[src/include/cap_params.svh]
// constants for the command/address parity checker
// Notes on behaviour
// - a three-bit latency field enables checking; cleared at reset; any non-zero code enables
// - codes 000 off, 001 four, 010 five, 011 six, 100 eight clocks
// - with parity on, every command executes only after the parity latency
// - parity covers act, ras, cas, we, address, bank, group, chip id
// - unused address inputs enter parity as zero
// - even parity over covered inputs plus the parity input
// - a selected command with bad parity is discarded
// - failing command is logged; first log held until status clears
// - error status set to one before the alert is released
// - alert output driven low promptly after a bad command
// - drain, wait minimum row time, close all rows; no commands meanwhile
// - release alert only after minimum width and banks precharged
// - non-persistent mode: no checking until status bit written zero
// - latency write-only, status read/write, log read-only; writing one blocked
// - persistent mode resumes checking after alert, width within min and max
// - error log readable only when the log readout bit is set
`ifndef CAP_PARAMS_SVH
`define CAP_PARAMS_SVH

`define CAP_OFF_CTRL      8'h00
`define CAP_OFF_STATUS    8'h04
`define CAP_OFF_LOG_ADDR  8'h08
`define CAP_OFF_LOG_CMD   8'h0c

`define CAP_CTRL_PL_LSB   0
`define CAP_CTRL_LOGEN    3
`define CAP_CTRL_CID_LSB  4
`define CAP_CTRL_A17      7
`define CAP_CTRL_PERSIST  9
`define CAP_STAT_CHK      0
`define CAP_STAT_ERR      4
`define CAP_STAT_ALERT    8

`define CAP_PL_RST        3'h0
`define CAP_CID_RST       3'h0
`define CAP_PL_T1         4'h4
`define CAP_PL_T2         4'h5
`define CAP_PL_T3         4'h6
`define CAP_PL_MAX        8

`define CAP_TRAS_MIN_CK   5'd8
`define CAP_ALERT_PW_MIN  5'd12
`define CAP_ALERT_PW_MAX  5'd24

`endif

[src/rtl/cap_delay.sv]
// command delay line, taps selected by the parity latency in link clocks
`include "cap_params.svh"
module cap_delay (
	// clock and reset
	input  wire logic        clk,
	input  wire logic        rst_n,
	// link clock tick and tap select
	input  wire logic        en,
	input  wire logic [3:0]  sel,
	// valid bit over command word
	input  wire logic [30:0] din,
	output logic      [30:0] dout
);
	logic [30:0] sr_q [`CAP_PL_MAX];
	logic [30:0] sr_d [`CAP_PL_MAX];

	genvar i;
	generate
		for (i = 0; i < `CAP_PL_MAX; i++) begin : g_stage
			if (i == 0) begin : g_first
				always_comb sr_d[i] = en ? din : sr_q[i];
			end else begin : g_next
				always_comb sr_d[i] = en ? sr_q[i-1] : sr_q[i];
			end
			always_ff @(posedge clk or negedge rst_n) begin
				if (!rst_n) sr_q[i] <= '0;
				else sr_q[i] <= sr_d[i];
			end
		end
	endgenerate

	always_comb begin
		if (sel == 4'h0) dout = din;
		else dout = sr_q[3'(sel - 4'h1)];
	end
endmodule

[config.mk]
export PLATFORM = sky130hd
export DESIGN_NAME = cap_delay
export DESIGN_NICKNAME = d
export VERILOG_FILES = /design/src/rtl/cap_delay.sv
export VERILOG_INCLUDE_DIRS = /design/src /design/src/include
export SDC_FILE = /design/constraint.sdc
export NUM_CORES = 1
export LEC_CHECK = 0
export ABC_AREA = 1
export BUFFER_PORTS_ARGS = -buffer_cell sky130_fd_sc_hd__buf_2
export CAP_MARGIN = 15
export CORE_MARGIN = 3
export CORE_UTILIZATION = 44
export DETAILED_ROUTE_END_ITERATION = 8
export PLACE_DENSITY_LB_ADDON = 0.25
export SYNTH_ARGS = -nofsm -noshare
export SYNTH_HDL_FRONTEND = slang
export SYNTH_SLANG_ARGS = --single-unit
[constraint.sdc]
create_clock -name clk -period 2.95 [get_ports clk]
set_input_delay 0.59 -clock clk [delete_from_list [all_inputs] [get_ports clk]]
set_output_delay 0.59 -clock clk [all_outputs]
set_load 0.02 [all_outputs]
# Yosys cells after proc, flatten, opt, wreduce, memory -nomap -nowiden

Index checks and enable logic that the tools add are counted.

Bits in registers: 248
Input bits: 38
Output and inout bits: 31
Logic and storage cells: 16

$add $sub $neg: 1
Order comparisons: 1
Multiplexer cells: 4
Bitwise gates (word level): 1
Reduce and logical (&&, ||, !) cells: 1

Operator list:

| operator                                                           | number |
|---|---|
| 31-bit binary-select mux with 3-bit select                         | 1 |
| 31-bit two-way mux                                                 | 3 |
| 4-bit greater-or-equal comparator, second input constant           | 1 |
| 4-bit logical NOT                                                  | 1 |
| 3-bit NOT with 4-bit output                                        | 1 |
| 3-bit by 1-bit subtractor with 3-bit output, second input constant | 1 |

# Depth between registers and ports, before layout

Depth in word-level cells: 6
Depth in mapped cells: 13
Depth with buffers taken out: 10

# Least setup slack after synthesis

No wires, ideal clock.

Path kind: input port to output port
From: input sel[0]
To: output dout[0]
Arrival time: 2.135 ns
Required time: 2.360 ns
Slack: 0.225 ns
Stages on the path: 11
Buffers on the path: 5
Cells stage by stage: buf_4 inv_4 buf_6 buf_6 ha_1 buf_2 buf_1 nand3_1 nand3_1 nand3_1 nand2_1

Cells in the longest elaborated chain, start to end: 6

RTL lines:

| item                                                  | line            | RTL |
|---|---|---|
| start: declaration                                    | cap_delay.sv:9  | `input wire logic [3:0] sel,` |
| 3-bit by 1-bit subtractor with 3-bit output           | cap_delay.sv:34 | `else dout = sr_q[3'(sel - 4'h1)];` |
| 3-bit NOT with 4-bit output (implied by the code)     | cap_delay.sv:34 |  |
| 31-bit binary-select mux with 3-bit select            | cap_delay.sv:34 |  |
| 31-bit two-way mux (implied by the code) (2 in a row) | cap_delay.sv:34 |  |
| 31-bit two-way mux *                                  | cap_delay.sv:33 | `if (sel == 4'h0) dout = din;` |
| end: declaration                                      | cap_delay.sv:12 | `output logic [30:0] dout` |

Mark *: on every way between the ends. The rest lies on a longest branch, timed or not. The select of a mux whose other input is x is not followed.

# Worst setup path after layout

From: input sel[0]
To: output dout[6]

The elaborated chain is that of the path after synthesis.

==> metrics.md <==
| Metric | Value |
|---|---|
| Post-layout min period | `~2.7 ns` |
| TritonCTS clock tree | `yes` |
| Ports | `69` |
| Placed cells | `1989` |
| Initial Util | `45.09%` |
| Congestion Overflow GR | `0` |
| Worst-path clk slew | `0.06 ns` |
| CTS root buf | `clkbuf_16` |
| Reg2reg start | `sr_q[78]` |
| Final Skew | `approximately 0.0095 ns` |
| DR WL/cell | `13.09 um` |
| Post-Route WL | `26640 um` |
| Syn nets | `1677` |
| Worst-path maximum fanout | `62` |
| Post-CTS resize count | `0` |
| Max reg flops | `between 200 and 250` |
| Yosys reg bits | `248` |
| Achievable frequency | `about 0.37 GHz` |
| Power density over the cells | `690.6 nW/um2` |
| FF/Latch Area | `slightly above 6000 um2` |
| FP Rows | `60` |
| DRC Markers | `0` |
| DR pass1 iterations | `4` |
| CP required | `roughly 2.4 ns` |
| Yosys warns | `0` |
| Sequential element share of the synthesized area | `50.78%` |
| TritonCTS buffer count | `28` |
| N_diodes | `0` |
| Fillers | `between 2000 and 3000` |
| Largest Register | `sr_q` |
| Crit path kind | `in2out` |
| Die W | `172.7 um` |
| Slew Viols, Final | `0` |
| Fin crit share | `92.31%` |
| Worst hold slack | `0.02037 ns` |
| Layout cells sized above 1 | `8.053%` |
| DR vias | `between 9000 and 10000` |
| Final HPWL DP | `14860 um` |
| Most frequent cells in the layout | `nand2_1, inv_1, dfrtp_1` |
| Reg2Reg Depth | `2` |
| Vias per std cell | `4.852` |
| Biggest regs | `sr_q x248` |
| Number of buffers added on ports | `68` |
| Placeable Area | `27100 um2` |
| Placer Congestion | `0.7245` |
| Global Route Usage Sum | `18.02%` |
| Most common cell after layout, fill and taps aside | `nand2_1` |
| Maxcap violations | `0` |
| Non-filler instance count after layout | `slightly above 2000` |
| RSZ-0062 raised after global routing | `no` |
| Initial antenna violation count | `1` |
| Reg2reg end | `sr_q[47]` |
| Die Y-Extent | `172.7 um` |
| Startpoint Class | `primary input` |
| Syn Area/Cell | `7.465 um2` |
| Worst Hold Class | `in2async` |
| Final setup vio count | `0` |
| R2r setup slk | `2.26 ns` |
| DRT antenna net count | `0` |
| First-iteration detailed-routing DRC count | `583` |
| Share of the synthesized area in the top cell type | `50.78%` |
| Slew @ Worst Pin | `0.6398 ns` |
| Standby leakage power | `6.988 nW` |
| Syn-to-layout area delta | `13.03%` |
| Top post-synthesis cells by area | `dfrtp_1, nand2_1, o21ai_0` |
| Crit path DAT | `2.13 ns` |
| Die area | `29810 um2` |
| Endpoint type of the worst setup path | `output pin` |
| Fin Setup TNS | `0 ns` |
| Clk_lat worst skew | `0.53 ns` |
| Synth area leader | `dfrtp_1` |
| Global-route wire length before repair | `approximately 46000 um` |
| Setup Fix Bufs, Post-CTS | `0` |
| H-tree depth | `1` |
| Largest net degree at the start of global routing | `125` |
| Clk sinks | `248` |
| Cells after Synth | `approximately 1600` |
| Vias in the first global route | `9494` |
| Worst relative slew slack | `57.35%` |
| Nets | `between 1500 and 2000` |
| Final hold vios | `0` |
| Mapped cell area | `about 12000 um2` |
| Netlist cell types | `15` |
| Longest Clk Path Bufs | `3` |
| Outcome | `completed` |
| # hold bufs at CTS | `0` |
| Worst VDD drop | `~0.48 mV` |
| Area of the multi-input gates | `4478 um2` |
-- layer usage --
metal,GRT usage (%),up-vias,share of wire [%]
met4,3.682,2,1.5
met3,2.789,34,3.6
met5,0,-,0.049
li1,-,5084,-
met1,24.73,4632,48
met2,30.59,127,47
-- where the power goes --
part | total [W] | internal [W] | switching, W | leakage [nW]
clock | 0.00391 | 0.00255 | 0.00136 | 0.502
sequential | 0.00407 | 0.00386 | 0.000215 | 3.15
combinational | 0.00156 | 0.000520 | 0.00104 | 3.34
-- synthesized netlist by cell type --
library cell	n
inv_4	1
a21oi_1	4
buf_4	34
ha_1	2
buf_2	28
o21ai_0	244
nand3_1	216
nor2_1	5
nand2_1	560
inv_1	248
dfrtp_1	248
buf_6	5
buf_1	7
clkbuf_1	33
inv_2	2
-- critical path, stage by stage --
cell and delay (ns):
buf_4 0.13, inv_4 0.07, ha_2 0.30, inv_2 0.08, buf_12 0.30, nand3_1 0.15, nand3_1 0.14, nand3_1 0.10
nand2_1 0.07, buf_2 0.16
-- worst max path at each step --
stage                      start  endpoint  depth (start not counted)
final                     sel[0]   dout[6]                         10
after global routing      sel[0]   dout[2]                         10
after CTS                 sel[0]   dout[5]                         10
after detailed placement  sel[0]  dout[10]                         10
after global placement    sel[0]  dout[10]                         10
after floorplan           sel[0]   dout[0]                         11
-- logic make-up (layout without fill, tap and decap cells) --
kind of cell	after synthesis	count (layout)	share of synthesized area, %
AO/OA/AOI/OAI	248	248	10.16
buffers and inverters	358	385	12.65
flip-flops	248	248	50.78
adder cells (fa/ha/maj)	2	2	0.2047
AND/OR/NAND/NOR	781	781	26.20
-- through the flow --
step                power (W)  utilization [%]  worst slack [ns]  instance area (um2)
finish               0.009539            50.97            0.2268                13810
global route          0.01013            50.97            0.1312                13810
CTS                  0.009671            50.97            0.2533                13810
detailed placement   0.005707            47.14            0.2551                12770
global placement     0.005664            47.14            0.2657                12770
floorplan            0.005215                -            0.2253                12220
-- area by class of cell --
cell class / count / area share [%]
clock buffers: 37 / 5.688
clock inverters: 10 / 1.830
inverters: 251 / 6.839
multi-input cells: 1031 / 32.42
flip-flops and latches: 248 / 44.93
well taps: 372 / 3.370
repair buffers: 87 / 4.928
Power figures use the tool's default switching activity.
